**src/tms_cfg.svh**
```systemverilog
// constants for the temperature monitor sequencer
`ifndef TMS_CFG_SVH
`define TMS_CFG_SVH

// ----------------------------------------------------------------
// clock and timing
// ----------------------------------------------------------------
`define TMS_CLK_HZ 50000000
`define TMS_MS_PER_S 1000
`define TMS_CYC_PER_MS (`TMS_CLK_HZ / `TMS_MS_PER_S)
`define TMS_T_LOCAL_MS 8'h0F
`define TMS_T_REMOTE_MS 8'h2C
`define TMS_T_REMOTE_RC_MS 8'h5D

// whole monitoring cycle lengths in ms
`define TMS_CYC_L_MS 8'h0F
`define TMS_CYC_R_MS 8'h2C
`define TMS_CYC_R_RC_MS 8'h5D
`define TMS_CYC_RL_MS 8'h3B
`define TMS_CYC_RL_RC_MS 8'h6C
`define TMS_CYC_RR_MS 8'h58
`define TMS_CYC_RR_RC_MS 8'hBA
`define TMS_CYC_RRL_MS 8'h67
`define TMS_CYC_RRL_RC_MS 8'hC9

// ----------------------------------------------------------------
// register indices
// ----------------------------------------------------------------
`define TMS_REG_CONFIG 3'h0
`define TMS_REG_ADJUST 3'h1
`define TMS_REG_LOCAL 3'h2
`define TMS_REG_REM1 3'h3
`define TMS_REG_REM2 3'h4
`define TMS_REG_STATUS 3'h5

// ----------------------------------------------------------------
// fields and reset values
// ----------------------------------------------------------------
`define TMS_CFG_W 4
`define TMS_CFG_RST 4'h7
`define TMS_ADJ_RST 8'h00
`define TMS_DATA_RST 12'h000
`define TMS_ST_BUSY 0
`define TMS_ST_SEL_LO 1
`define TMS_ST_PEND_LO 3

// ----------------------------------------------------------------
// sensors and correction arithmetic
// ----------------------------------------------------------------
`define TMS_S_LOCAL 2'h0
`define TMS_S_REM1 2'h1
`define TMS_S_REM2 2'h2
`define TMS_S_NONE 2'h3
`define TMS_KELVIN_OFS 24'sh000889
`define TMS_ETA_DEN 24'sh00012C
`define TMS_TEMP_MAX 24'sh0007FF
`define TMS_TEMP_MIN 24'shFFF800

`endif

```
**src/tms_pkg.sv**
```systemverilog
// types shared by the temperature monitor sequencer
package tms_pkg;

    typedef enum logic {
        ST_IDLE,
        ST_CONV
    } tms_state_t;

    typedef struct packed {
        logic rc;
        logic rem2_en;
        logic rem1_en;
        logic local_en;
    } tms_cfg_t;

    typedef struct packed {
        logic [1:0] sensor;
        logic rc;
    } tms_conv_req_t;

endpackage

```
**src/tms_ideality_corr.sv**
```systemverilog
// ideality correction of a raw remote reading
`timescale 1ns/1ps
`include "tms_cfg.svh"

module tms_ideality_corr (
    input wire logic [11:0] raw, // reading taken at the trimmed ideality
    input wire logic [7:0] adj, // signed ideality adjustment
    input wire logic apply, // correct this reading
    output logic [11:0] corr // corrected reading
);
    logic signed [23:0] kel;
    logic signed [23:0] prod;
    logic signed [23:0] quo;
    logic signed [23:0] cel;
    logic [11:0] sat;

    // reading scales with 1/eta in kelvin: t * (300 - n) / 300
    always_comb begin
        kel = 24'(signed'(raw)) + `TMS_KELVIN_OFS;
        prod = kel * (`TMS_ETA_DEN - 24'(signed'(adj)));
        quo = prod / `TMS_ETA_DEN;
        cel = quo - `TMS_KELVIN_OFS;
        // keeps two's complement, 0.125 degree steps
        if (cel > `TMS_TEMP_MAX) begin
            sat = 12'h7FF;
        end else if (cel < `TMS_TEMP_MIN) begin
            sat = 12'h800;
        end else begin
            sat = cel[11:0];
        end
        corr = apply ? sat : raw;
    end

endmodule

```
**src/tms_monitor_seq.sv**
```systemverilog
// temperature monitor sequencer top: sequencing, registers, freeze
//
// Implementation choices: strobed register access and the register offsets.
`timescale 1ns/1ps
`include "tms_cfg.svh"

// Operation
// - after reset the ideality adjustment is zero, meaning 1.008
// - adjustment is one signed two's complement byte, -128 to 127
// - remote ideality is 1.008 times 300 over 300 minus adjustment
// - cancellation bit clear skips series resistance cancellation
// - every result is presented as a 12-bit value
// - a finished conversion writes its sensor's data register
// - register being shifted out is frozen; pending result follows
// - local sensor alone: cycle lasts 15 ms
// - one remote alone: 44 ms, or 93 ms with cancellation
// - one remote plus local: 59 ms, or 108 ms with cancellation
// - both remotes, no local: 88 ms, or 186 ms with cancellation
// - all three sensors: 103 ms, or 201 ms with cancellation
// - each sensor has an enable; disabled sensors are skipped
// - each cycle end starts the next cycle automatically
// - results are two's complement in 0.125 degree steps
module tms_monitor_seq #(
    parameter int CYC_PER_MS = `TMS_CYC_PER_MS // cycles per ms
) (
    input wire logic ref_clk, // 50 MHz system clock
    input wire logic rst, // synchronous reset, active high
    input wire logic [2:0] reg_addr, // register index
    input wire logic [15:0] reg_wdata, // write data
    input wire logic reg_wr, // write strobe
    input wire logic reg_rd, // read strobe
    output logic [15:0] reg_rdata, // read data, cycle after strobe
    input wire logic xfer_active, // shift register transfer running
    input wire logic [1:0] xfer_sel, // data register being shifted
    output logic conv_start, // start one sensor conversion
    output tms_pkg::tms_conv_req_t conv_req, // sensor and mode
    input wire logic conv_done, // raw result valid
    input wire logic [11:0] conv_raw // raw result at trimmed ideality
);
    import tms_pkg::*;

    // ----------------------------------------------------------------
    // functions
    // ----------------------------------------------------------------
    function automatic logic [1:0] next_sensor(input logic [2:0] en,
                                               input logic [1:0] from);
        logic [1:0] r;
        r = `TMS_S_NONE;
        for (int i = 2; i >= 0; i--) begin
            if (en[i] && (i >= int'(from))) begin
                r = 2'(i);
            end
        end
        return r;
    endfunction

    function automatic logic [7:0] slot_ms(input logic [1:0] s,
                                           input logic rc);
        logic [7:0] r;
        r = rc ? `TMS_T_REMOTE_RC_MS : `TMS_T_REMOTE_MS;
        if (s == `TMS_S_LOCAL) begin
            r = `TMS_T_LOCAL_MS;
        end
        return r;
    endfunction

    function automatic logic [7:0] cycle_ms(input logic [2:0] en,
                                            input logic rc);
        logic [7:0] r;
        case ({en[0], en[1] & en[2], en[1] ^ en[2], rc})
            4'h8, 4'h9: r = `TMS_CYC_L_MS;
            4'h2: r = `TMS_CYC_R_MS;
            4'h3: r = `TMS_CYC_R_RC_MS;
            4'hA: r = `TMS_CYC_RL_MS;
            4'hB: r = `TMS_CYC_RL_RC_MS;
            4'h4: r = `TMS_CYC_RR_MS;
            4'h5: r = `TMS_CYC_RR_RC_MS;
            4'hC: r = `TMS_CYC_RRL_MS;
            4'hD: r = `TMS_CYC_RRL_RC_MS;
            default: r = 8'h00;
        endcase
        return r;
    endfunction

    // ----------------------------------------------------------------
    // declarations
    // ----------------------------------------------------------------
    tms_cfg_t cfg_reg;
    tms_cfg_t cfg_next;
    logic [7:0] adj_reg;
    logic [7:0] adj_next;
    logic [15:0] rdata_reg;
    logic [15:0] rdata_next;
    tms_state_t state_reg;
    tms_state_t state_next;
    logic [1:0] sel_reg;
    logic [1:0] sel_next;
    logic [7:0] adj_snap_reg;
    logic [7:0] adj_snap_next;
    logic [11:0] raw_reg;
    logic [11:0] raw_next;
    logic start_reg;
    tms_conv_req_t req_reg;
    tms_conv_req_t req_next;
    logic [11:0] data_reg [3];
    logic [11:0] data_next [3];
    logic [11:0] pend_reg [3];
    logic [11:0] pend_next [3];
    logic [2:0] pvld_reg;
    logic [2:0] pvld_next;
    logic [2:0] en;
    logic [1:0] nxt_a;
    logic [1:0] nxt_b;
    logic tmr_start;
    logic tmr_done;
    logic cyc_wrap;
    logic slot_end;
    logic [11:0] raw_use;
    logic [11:0] result;

    assign en = {cfg_reg.rem2_en, cfg_reg.rem1_en, cfg_reg.local_en};

    // ----------------------------------------------------------------
    // register port
    // ----------------------------------------------------------------
    always_comb begin
        cfg_next = cfg_reg;
        adj_next = adj_reg;
        rdata_next = 16'h0000;
        if (reg_wr && (reg_addr == `TMS_REG_CONFIG)) begin
            cfg_next = reg_wdata[`TMS_CFG_W-1:0];
        end
        if (reg_wr && (reg_addr == `TMS_REG_ADJUST)) begin
            adj_next = reg_wdata[7:0];
        end
        if (reg_rd) begin
            case (reg_addr)
                `TMS_REG_CONFIG: rdata_next = {12'h000, cfg_reg};
                `TMS_REG_ADJUST: rdata_next = {8'h00, adj_reg};
                `TMS_REG_LOCAL: rdata_next = {4'h0, data_reg[0]};
                `TMS_REG_REM1: rdata_next = {4'h0, data_reg[1]};
                `TMS_REG_REM2: rdata_next = {4'h0, data_reg[2]};
                `TMS_REG_STATUS: begin
                    rdata_next = {10'h000, pvld_reg, sel_reg,
                                  state_reg == ST_CONV};
                end
                default: rdata_next = 16'h0000;
            endcase
        end
    end

    always_ff @(posedge ref_clk) begin
        if (rst) begin
            cfg_reg <= `TMS_CFG_RST;
            adj_reg <= `TMS_ADJ_RST;
            rdata_reg <= 16'h0000;
        end else begin
            cfg_reg <= cfg_next;
            adj_reg <= adj_next;
            rdata_reg <= rdata_next;
        end
    end

    assign reg_rdata = rdata_reg;

    // ----------------------------------------------------------------
    // sequencer
    // ----------------------------------------------------------------
    tms_slot_timer #(
        .CYC_PER_MS(CYC_PER_MS)
    ) u_timer (
        .ref_clk(ref_clk),
        .rst(rst),
        .start(tmr_start),
        .ms_len(slot_ms(sel_next, cfg_reg.rc)),
        .done(tmr_done)
    );

    assign slot_end = (state_reg == ST_CONV) && tmr_done;

    always_comb begin
        state_next = state_reg;
        sel_next = sel_reg;
        tmr_start = 1'b0;
        cyc_wrap = 1'b0;
        nxt_a = next_sensor(en, 2'(sel_reg + 2'h1));
        nxt_b = next_sensor(en, 2'h0);
        case (state_reg)
            ST_IDLE: begin
                if (nxt_b != `TMS_S_NONE) begin
                    state_next = ST_CONV;
                    sel_next = nxt_b;
                    tmr_start = 1'b1;
                end
            end
            ST_CONV: begin
                if (tmr_done && (nxt_a != `TMS_S_NONE)) begin
                    sel_next = nxt_a;
                    tmr_start = 1'b1;
                end else if (tmr_done) begin
                    cyc_wrap = 1'b1;
                    if (nxt_b != `TMS_S_NONE) begin
                        sel_next = nxt_b;
                        tmr_start = 1'b1;
                    end else begin
                        state_next = ST_IDLE;
                    end
                end
            end
            default: state_next = ST_IDLE;
        endcase
        // snapshot at slot start, so a new value waits for the next slot
        adj_snap_next = tmr_start ? adj_reg : adj_snap_reg;
        req_next = tmr_start ? tms_conv_req_t'({sel_next, cfg_reg.rc})
                             : req_reg;
        raw_next = conv_done ? conv_raw : raw_reg;
    end

    always_ff @(posedge ref_clk) begin
        if (rst) begin
            state_reg <= ST_IDLE;
            sel_reg <= `TMS_S_LOCAL;
            adj_snap_reg <= `TMS_ADJ_RST;
            req_reg <= '0;
            start_reg <= 1'b0;
            raw_reg <= `TMS_DATA_RST;
        end else begin
            state_reg <= state_next;
            sel_reg <= sel_next;
            adj_snap_reg <= adj_snap_next;
            req_reg <= req_next;
            start_reg <= tmr_start;
            raw_reg <= raw_next;
        end
    end

    assign conv_start = start_reg;
    assign conv_req = req_reg;

    // ----------------------------------------------------------------
    // result correction and data registers
    // ----------------------------------------------------------------
    // a result arriving on the slot's last cycle is still taken
    assign raw_use = conv_done ? conv_raw : raw_reg;

    tms_ideality_corr u_corr (
        .raw(raw_use),
        .adj(adj_snap_reg),
        .apply(sel_reg != `TMS_S_LOCAL),
        .corr(result)
    );

    always_comb begin
        pvld_next = pvld_reg;
        for (int s = 0; s < 3; s++) begin
            data_next[s] = data_reg[s];
            pend_next[s] = pend_reg[s];
            if (slot_end && (sel_reg == 2'(s))) begin
                if (xfer_active && (xfer_sel == 2'(s))) begin
                    pend_next[s] = result;
                    pvld_next[s] = 1'b1;
                end else begin
                    data_next[s] = result;
                    pvld_next[s] = 1'b0;
                end
            end else if (pvld_reg[s] &&
                         !(xfer_active && (xfer_sel == 2'(s)))) begin
                data_next[s] = pend_reg[s];
                pvld_next[s] = 1'b0;
            end
        end
    end

    always_ff @(posedge ref_clk) begin
        if (rst) begin
            pvld_reg <= 3'h0;
            for (int s = 0; s < 3; s++) begin
                data_reg[s] <= `TMS_DATA_RST;
                pend_reg[s] <= `TMS_DATA_RST;
            end
        end else begin
            pvld_reg <= pvld_next;
            for (int s = 0; s < 3; s++) begin
                data_reg[s] <= data_next[s];
                pend_reg[s] <= pend_next[s];
            end
        end
    end

    // ----------------------------------------------------------------
    // checks
    // ----------------------------------------------------------------
    logic [31:0] cyc_cnt;
    logic cyc_ok;
    logic cfg_wr;
    logic [11:0] frz_view;
    logic [11:0] slot_data;

    assign cfg_wr = reg_wr && (reg_addr == `TMS_REG_CONFIG);
    assign frz_view = data_reg[xfer_sel];
    assign slot_data = data_reg[sel_reg];

    // cycle length only judged over a full cycle with steady config
    always_ff @(posedge ref_clk) begin
        if (rst || cyc_wrap) begin
            cyc_cnt <= 32'h00000000;
        end else begin
            cyc_cnt <= cyc_cnt + 32'h00000001;
        end
        if (rst || cfg_wr) begin
            cyc_ok <= 1'b0;
        end else if (cyc_wrap) begin
            cyc_ok <= 1'b1;
        end
    end
endmodule

```
**src/tms_slot_timer.sv**
```systemverilog
// slot timer: counts a conversion slot given in milliseconds
`timescale 1ns/1ps

module tms_slot_timer #(
    parameter int CYC_PER_MS = 50000 // clock cycles per ms
) (
    input wire logic ref_clk, // system clock
    input wire logic rst, // synchronous reset
    input wire logic start, // load and start a slot
    input wire logic [7:0] ms_len, // slot length in ms
    output logic done // last cycle of the slot
);
    logic [31:0] cnt_reg;
    logic [31:0] cnt_next;
    logic act_reg;
    logic act_next;
    logic [31:0] load;

    // restart on done keeps slots back to back with no lost cycle
    assign load = 32'(ms_len) * 32'(CYC_PER_MS) - 32'h00000001;
    assign done = act_reg && (cnt_reg == 32'h00000000);

    always_comb begin
        cnt_next = cnt_reg;
        act_next = act_reg;
        if (start) begin
            cnt_next = load;
            act_next = 1'b1;
        end else if (done) begin
            act_next = 1'b0;
        end else if (act_reg) begin
            cnt_next = cnt_reg - 32'h00000001;
        end
    end

    always_ff @(posedge ref_clk) begin
        if (rst) begin
            cnt_reg <= 32'h00000000;
            act_reg <= 1'b0;
        end else begin
            cnt_reg <= cnt_next;
            act_reg <= act_next;
        end
    end

endmodule

```
**config.mk**
```make
export PLATFORM = sky130hd
export DESIGN_NAME = tms_monitor_seq
export DESIGN_NICKNAME = d
export VERILOG_FILES = /design/src/tms_pkg.sv /design/src/tms_ideality_corr.sv /design/src/tms_monitor_seq.sv /design/src/tms_slot_timer.sv
export VERILOG_INCLUDE_DIRS = /design/src
export SDC_FILE = /design/constraint.sdc
export NUM_CORES = 1
export LEC_CHECK = 0
export BUFFER_PORTS_ARGS = -buffer_cell sky130_fd_sc_hd__clkbuf_2
export CELL_PAD_IN_SITES_DETAIL_PLACEMENT = 0
export CELL_PAD_IN_SITES_GLOBAL_PLACEMENT = 2
export CORE_ASPECT_RATIO = 1.4
export CORE_MARGIN = 2
export CORE_UTILIZATION = 43
export CTS_BUF_LIST = sky130_fd_sc_hd__clkbuf_8
export DETAILED_ROUTE_END_ITERATION = 7
export GPL_ROUTABILITY_DRIVEN = 1
export PLACE_DENSITY_LB_ADDON = 0.1
export SYNTH_ARGS = -nofsm -noshare
export SYNTH_HDL_FRONTEND = slang
export SYNTH_HIERARCHICAL = 1
export SYNTH_SLANG_ARGS = --single-unit
```
**constraint.sdc**
```tcl
create_clock -name ref_clk -period 56.1 [get_ports ref_clk]
set_clock_uncertainty 0.2 [all_clocks]
set_input_delay 8.415 -clock ref_clk [delete_from_list [all_inputs] [get_ports ref_clk]]
set_output_delay 8.415 -clock ref_clk [all_outputs]
set_load 0.005 [all_outputs]
```
==> results.md, run 1 <==
- Outcome: completed
- Share of cells above drive strength 1: 9.834%
- Cells after Synth: 2728
- Post-Synth Simple-Gate Area: 22.86%
- Top_reg_cell synth: dfxtp_1
- Fin crit share: 61.88%
- Synth top area cells: dfxtp_1 (15%), fa_1 (8.3%), ha_1 (7.9%)
- H-tree depth: 4
- Final wirelength: 62.48 mm
- Synth Register Bits: 159
- Synthesized area per cell: 7.972 sq um
- Final setup viols: 0
- Initial Util: 43.49%
- Setup crit start kind: input port
- Wirelength per Cell: 18.60 um
- Filler cells: 5158
- Gr usage total: 23.57%
- Post-Syn Area: 21750 sq um
- Die Y: 270.1 um
- Final HPWL DP: 49.60 mm
- Initial antenna violation count: 1
- Vias: approximately 20000
- Critical path type: in -> reg
- Slowest-stage cell, CP: a21boi_2
- Routability congestion estimate: 0.8478
- Port Buffers: 46
- Instance area at placement: around 22000 sq um
- CP startpoint: conv_done
- TNS Setup: 0 ns
- Post-route cell area: 22710 sq um
- Share of Yosys cell area claimed by the top area cell type: 14.64%
- Max stage delay on crit path: just over 0.9 ns
- Tmin final: 34.72 ns
- DRC viols: 0
- Library cells used by synthesis: 149
- Hold Startpoint: conv_req[0]$_SDFFE_PP0P_
- Core Region: 50000 sq um
- Reg2reg start: adj_snap_reg[0]$_SDFFE_PP0P_
- Number of synthesized flops with an enable pin: 0
- Site row count: 97
- Number of global-route vias before repair: 19625
- Crit path capture type: register
- Hold Buf Count CTS: 0
- Final core utilization: 45.41%
- Final ANT Viol Nets: 0
- Synth Area in Adders: between 15 and 20%
- Synth Area in Compound Gates: 25.18%
- End of the worst register-to-register path: data_reg[0][8]$_SDFFE_PP0P_
- First-pass GRT wire length: 103.0 mm
- Grt ovf: 0
- Post-synthesis mux area share: 7.001%
- DIE AREA: 52420 sq um
- Worst Hold End: conv_req[0]$_SDFFE_PP0P_
- Worst-Skew Late Latency: between 0.4 and 0.5 ns
- Layout area overhead: 4.412%
- Hold depth: 2
- Layout Cells excl Fill: 3359
- Multi-input logic area: 17270 sq um
- Fin. max-slew vios: 0
- Max-cap violation count: 0
- CP Max Fanout: 22
- CTS clk-pin slew, worst paths: 0.11 ns
- Largest family of logic cells by synthesized area: compound AO/OA/AOI/OAI gates
- Clk root buf: clkbuf_8
- Final hold viol count: 0
- Clk buf depth: 2
- Placed Cells incl. Taps: 3327
- Most used cell, CP: a21oi_1
- Clk sinks: 159
- Req. time, crit path: 56.29 ns
- Seq/Total Area, Yosys: 14.64%
- FF/Latch Area: 3183 sq um
- Synth warnings: 6
- R2R depth: just over 70
- DR pass1 iterations: 5
- I/O pin cnt: about 60
- Xor/xnor share of the synthesized area: 7.663%
- Worst min path class: reg -> reg
- RSZ-0062 raised after global routing: false
- Post-synth top area cell: dfxtp_1
- Synth async-reset ratio: 0%
- Fmax: 28.81 MHz
- Layout net count: 2969
- Post_cts resized: 0
- TritonCTS buffer count: 17
- CTS tree: built
- Postcts setup bufs: 0
- Die width: 194.1 um
- R2R Setup Slk: 28.94 ns
- Largest net degree at the start of global routing: 90
- Slew HR: 15.27%
- DRT iter0 DRCs: 722
- Worst-Margin Slew: 1.267 ns
- Crit path DAT: 34.91 ns
- Number of vias per cell: 5.870
logic make-up (layout without fill, tap and decap cells):
| logic type | after synthesis | in the layout |
|---|---|---|
| AOI/OAI and AO/OA | 727 | 727 |
| other | 2 | 16 |
| and+or+nand+nor | 981 | 981 |
| xor gates and xnor gates | 183 | 183 |
| muxes | 146 | 146 |
| buffers and inverters | 298 | 272 |
| adders and majority gates | 232 | 232 |
| DFF | 159 | 159 |
layout by cell type (no fill, tap or decap), types with 23 or more instances in the layout:
cell      count
o21ai_0      74
buf_4        27
xnor2_1     131
a211oi_1     76
ha_1        137
clkbuf_2     45
o211ai_1     39
xor2_1       45
inv_1       167
nor2_1      319
and3_1       25
nand4_1      25
mux2i_1     113
nor3_1       66
mux2_2       23
and2_1       50
dfxtp_1     159
a21oi_1     155
fa_1         90
a31oi_1      34
nand3_1      56
or3_1        23
nor2b_1      34
nand2_1     228
a21o_1       46
synthesized netlist by cell type, types with 34 or more instances:
cell type  number
fa_1           90
clkbuf_1       62
nor2_1        320
o21ai_0        74
nor3_1         66
nor2b_1        34
a211oi_1       76
nand2_1       228
a31oi_1        34
and2_1         50
nand3_1        56
inv_1         166
a21oi_1       155
mux2i_1       113
xnor2_1       131
o211ai_1       39
a21o_1         46
xor2_1         45
ha_1          137
dfxtp_1       159
area by class of cell:
| cell class | instances | share of cell area [%] |
|---|---|---|
| Antenna cell | 1 | 0.01102 |
| Clock buffer | 17 | 1.030 |
| Clock inverter | 14 | 0.6612 |
| Inverter | 169 | 2.794 |
| Multi-Input combinational cell | 2284 | 76.06 |
| Sequential cell | 159 | 14.02 |
| Tap cell | 643 | 3.543 |
| Timing Repair Buffer | 72 | 1.884 |
worst max-delay path: cells and delay by family:
kind                     cells  cell delay [ns]
adder cells (fa/ha/maj)      9             3.78
buffers and inverters        3             0.55
AND/OR/NAND/NOR             17             4.48
AO/OA/AOI/OAI               36            13.88
multiplexers                 8             3.13
XOR/XNOR                     2             0.58
metrics by stage:
stage          worst slack (ns)  hold WS [ns]
2_1_floorplan             27.67        0.2444
3_3_place_gp              21.16        0.2473
3_5_place_dp              20.95        0.2571
4_1_cts                   21.40        0.2690
5_1_grt                   19.65        0.2875
6_report                  21.38        0.2608
worst max path at each step:
| stage | to | slack [ns] | cells past startpoint |
|---|---|---|---|
| 6_report | data_reg[0][8]$_SDFFE_PP0P_ | 21.38 | 75 |
| 5_1_grt | data_reg[0][8]$_SDFFE_PP0P_ | 19.65 | 75 |
| 3_3_place_gp | data_reg[0][12]$_SDFFE_PP0P_ | 21.16 | 75 |
| 4_1_cts | data_reg[0][24]$_SDFFE_PP0P_ | 21.40 | 75 |
| 2_1_floorplan | data_reg[0][10]$_SDFFE_PP0P_ | 27.67 | 81 |
| 3_5_place_dp | data_reg[0][0]$_SDFFE_PP0P_ | 20.95 | 75 |
metal layers:
metal / global-route usage [%] / vias to the layer above / part of all wire [%]
met4: 8.752 / 0 / 3.3
met2: 45.83 / 314 / 54
met3: 1.149 / 96 / 1.9
li1: - / 9847 / -
met1: 26.79 / 9461 / 41
met5: 0 / - / 0
Power of run 1 is left out: the tool's default activity adds up to more than one toggle a clock period on the data nets, which glitch-free logic cannot reach.
==> run 2: changes to the inputs <==
--- a/config.mk
+++ b/config.mk
@@ -11,7 +11,7 @@
 export CELL_PAD_IN_SITES_GLOBAL_PLACEMENT = 2
 export CORE_ASPECT_RATIO = 1.4
 export CORE_MARGIN = 2
-export CORE_UTILIZATION = 43
+export CORE_UTILIZATION = 36
 export CTS_BUF_LIST = sky130_fd_sc_hd__clkbuf_8
 export DETAILED_ROUTE_END_ITERATION = 7
 export GPL_ROUTABILITY_DRIVEN = 1
==> constraint.sdc (replaced) <==
create_clock -name ref_clk -period 30.9 [get_ports ref_clk]
set_clock_uncertainty 0.2 [all_clocks]
set_input_delay 4.635 -clock ref_clk [delete_from_list [all_inputs] [get_ports ref_clk]]
set_output_delay 4.635 -clock ref_clk [all_outputs]
set_load 0.005 [all_outputs]
==> results.md, run 2 (synthesized netlist as in run 1, its figures left out) <==
- Worst min path class: reg -> reg
- Number of global-route vias before repair: 19859 (+1.2%)
- Final hold viol count: 0 (unchanged)
- CP Max Fanout: 13 (-41%)
- Filler cells: 6296 (+22%)
- Final setup viols: 0 (unchanged)
- Final ANT Viol Nets: 0 (unchanged)
- Initial Util: 36.44% (-7.1 points)
- Routability congestion estimate: 0.7946 (-6.3%)
- DRT iter0 DRCs: 896 (+24%)
- Core Region: 59680 sq um (+19%)
- FF/Latch Area: 3183 sq um (unchanged)
- Vias: 19688 (-0.15%)
- Largest net degree at the start of global routing: 78 (-13%)
- Share of cells above drive strength 1: 10.60% (+0.77 points)
- Slew HR: 17.44% (+2.2 points)
- Layout net count: 2990 (+0.71%)
- TritonCTS buffer count: 17 (unchanged)
- DIE AREA: 62420 sq um (+19%)
- Fmax: 34.49 MHz
- Min Hold Slack: 0.2582 ns (-0.002621 ns)
- CTS tree: built
- Req. time, crit path: 31.02 ns (-25.27 ns)
- Die width: 211.7 um (+9.1%)
- Number of vias per cell: 5.636 (-4.0%)
- Fin. max-slew vios: 0 (unchanged)
- Critical path type: in -> reg
- Wirelength per Cell: 18.59 um (about the same)
- Worst-Margin Slew: 1.234 ns (-0.03239 ns)
- Max-cap violation count: 0 (unchanged)
- Final HPWL DP: 52.05 mm (+4.9%)
- Crit path capture type: register
- Worst-Skew Late Latency: 0.48 ns (about the same)
- Multi-input logic area: 17280 sq um (about the same)
- Commonest non-fill, non-tap cell in the layout: nor2_1
- Initial antenna violation count: 1 (unchanged)
- Most used cell, CP: fa_1
- Most frequent cells in the layout: nor2_1 (319), nand2_1 (228), inv_1 (166), dfxtp_1 (159), a21oi_1 (155)
- Max stage delay on crit path: 0.76 ns (-0.15 ns)
- Grt ovf: 0 (unchanged)
- Setup crit start kind: input port
- Clk buf depth: 2 (unchanged)
- TNS Setup: 0 ns (unchanged)
- Layout area overhead: 5.903%
- Port Buffers: 46 (unchanged)
- H-tree depth: 4 (unchanged)
- CTS clk-pin slew, worst paths: 0.09 ns (-0.02 ns)
- First-pass GRT wire length: 107.1 mm (+4.0%)
- DR pass1 iterations: 5 (unchanged)
- Gr usage total: 21.13% (-2.4 points)
- Fin crit share: 93.82%
- Site row count: 106 (+9.3%)
- I/O pin cnt: 59 (unchanged)
- Clk root buf: clkbuf_8
- Slowest-stage cell, CP: o31ai_2
- Crit path DAT: 29.11 ns (-5.80 ns)
- R2R Setup Slk: 5.58 ns (-23.36 ns)
- Final wirelength: 64.94 mm (+3.9%)
- Outcome: completed
- DRC viols: 0 (unchanged)
- Die Y: 294.8 um (+9.2%)
- Tmin final: 28.99 ns
- Clk sinks: 159 (unchanged)
- RSZ-0062 raised after global routing: false
- Hold Buf Count CTS: 0 (unchanged)
## run 2: cell type report
class / count / area share, %
multi-input cells: 2284 / 75.02
flip-flops and latches: 159 / 13.82
well taps: 756 / 4.107
inverters: 169 / 2.754
repair buffers: 93 / 2.542
clock buffers: 18 / 1.076
clock inverters: 13 / 0.6682
diodes: 1 / 0.01086
## run 2: layer usage
metal / GRT usage (%) / wire [um]
met1: 24.21 / 27210
met3: 1.215 / 991
met2: 40.60 / 34430
met4: 8.021 / 2299
met5: 0 / 0
## run 2: path summary, 6_finish.rpt
kind	start	to	cells past startpoint
setup / recovery	conv_done	data_reg[0][24]$_SDFFE_PP0P_	78
hold / removal	conv_req[0]$_SDFFE_PP0P_	conv_req[0]$_SDFFE_PP0P_	2
setup reg to reg	adj_snap_reg[0]$_SDFFE_PP0P_	data_reg[0][24]$_SDFFE_PP0P_	76
hold reg to reg	conv_req[0]$_SDFFE_PP0P_	conv_req[0]$_SDFFE_PP0P_	2
## run 2: through the flow
stage,setup slack (ns),cell area [sq um],util [%],instances
2_1_floorplan,6.254,21800,-,2741
3_3_place_gp,1.505,22620,37.90,3461
3_5_place_dp,1.295,22620,37.90,3461
4_1_cts,1.804,23020,38.57,3492
5_1_grt,0.07377,23030,38.59,3493
6_report,1.909,23030,38.59,3493
## run 2: worst max-delay path, delay by kind of cell
kind	cells	cell delay [ns]
multiplexers	5	2.40
buffers and inverters	6	1.22
adder cells (fa/ha/maj)	9	3.76
AO/OA/AOI/OAI	37	10.77
XOR/XNOR	2	0.76
AND/OR/NAND/NOR	19	5.50
## run 2: repair_timing
action | 4_1_cts | 5_1_grt
setup buffers | 0 | 0
endpoints found under the setup margin | 0 | 9
gates resized for setup | 0 | 1
Power of run 2 is left out for the same reason.
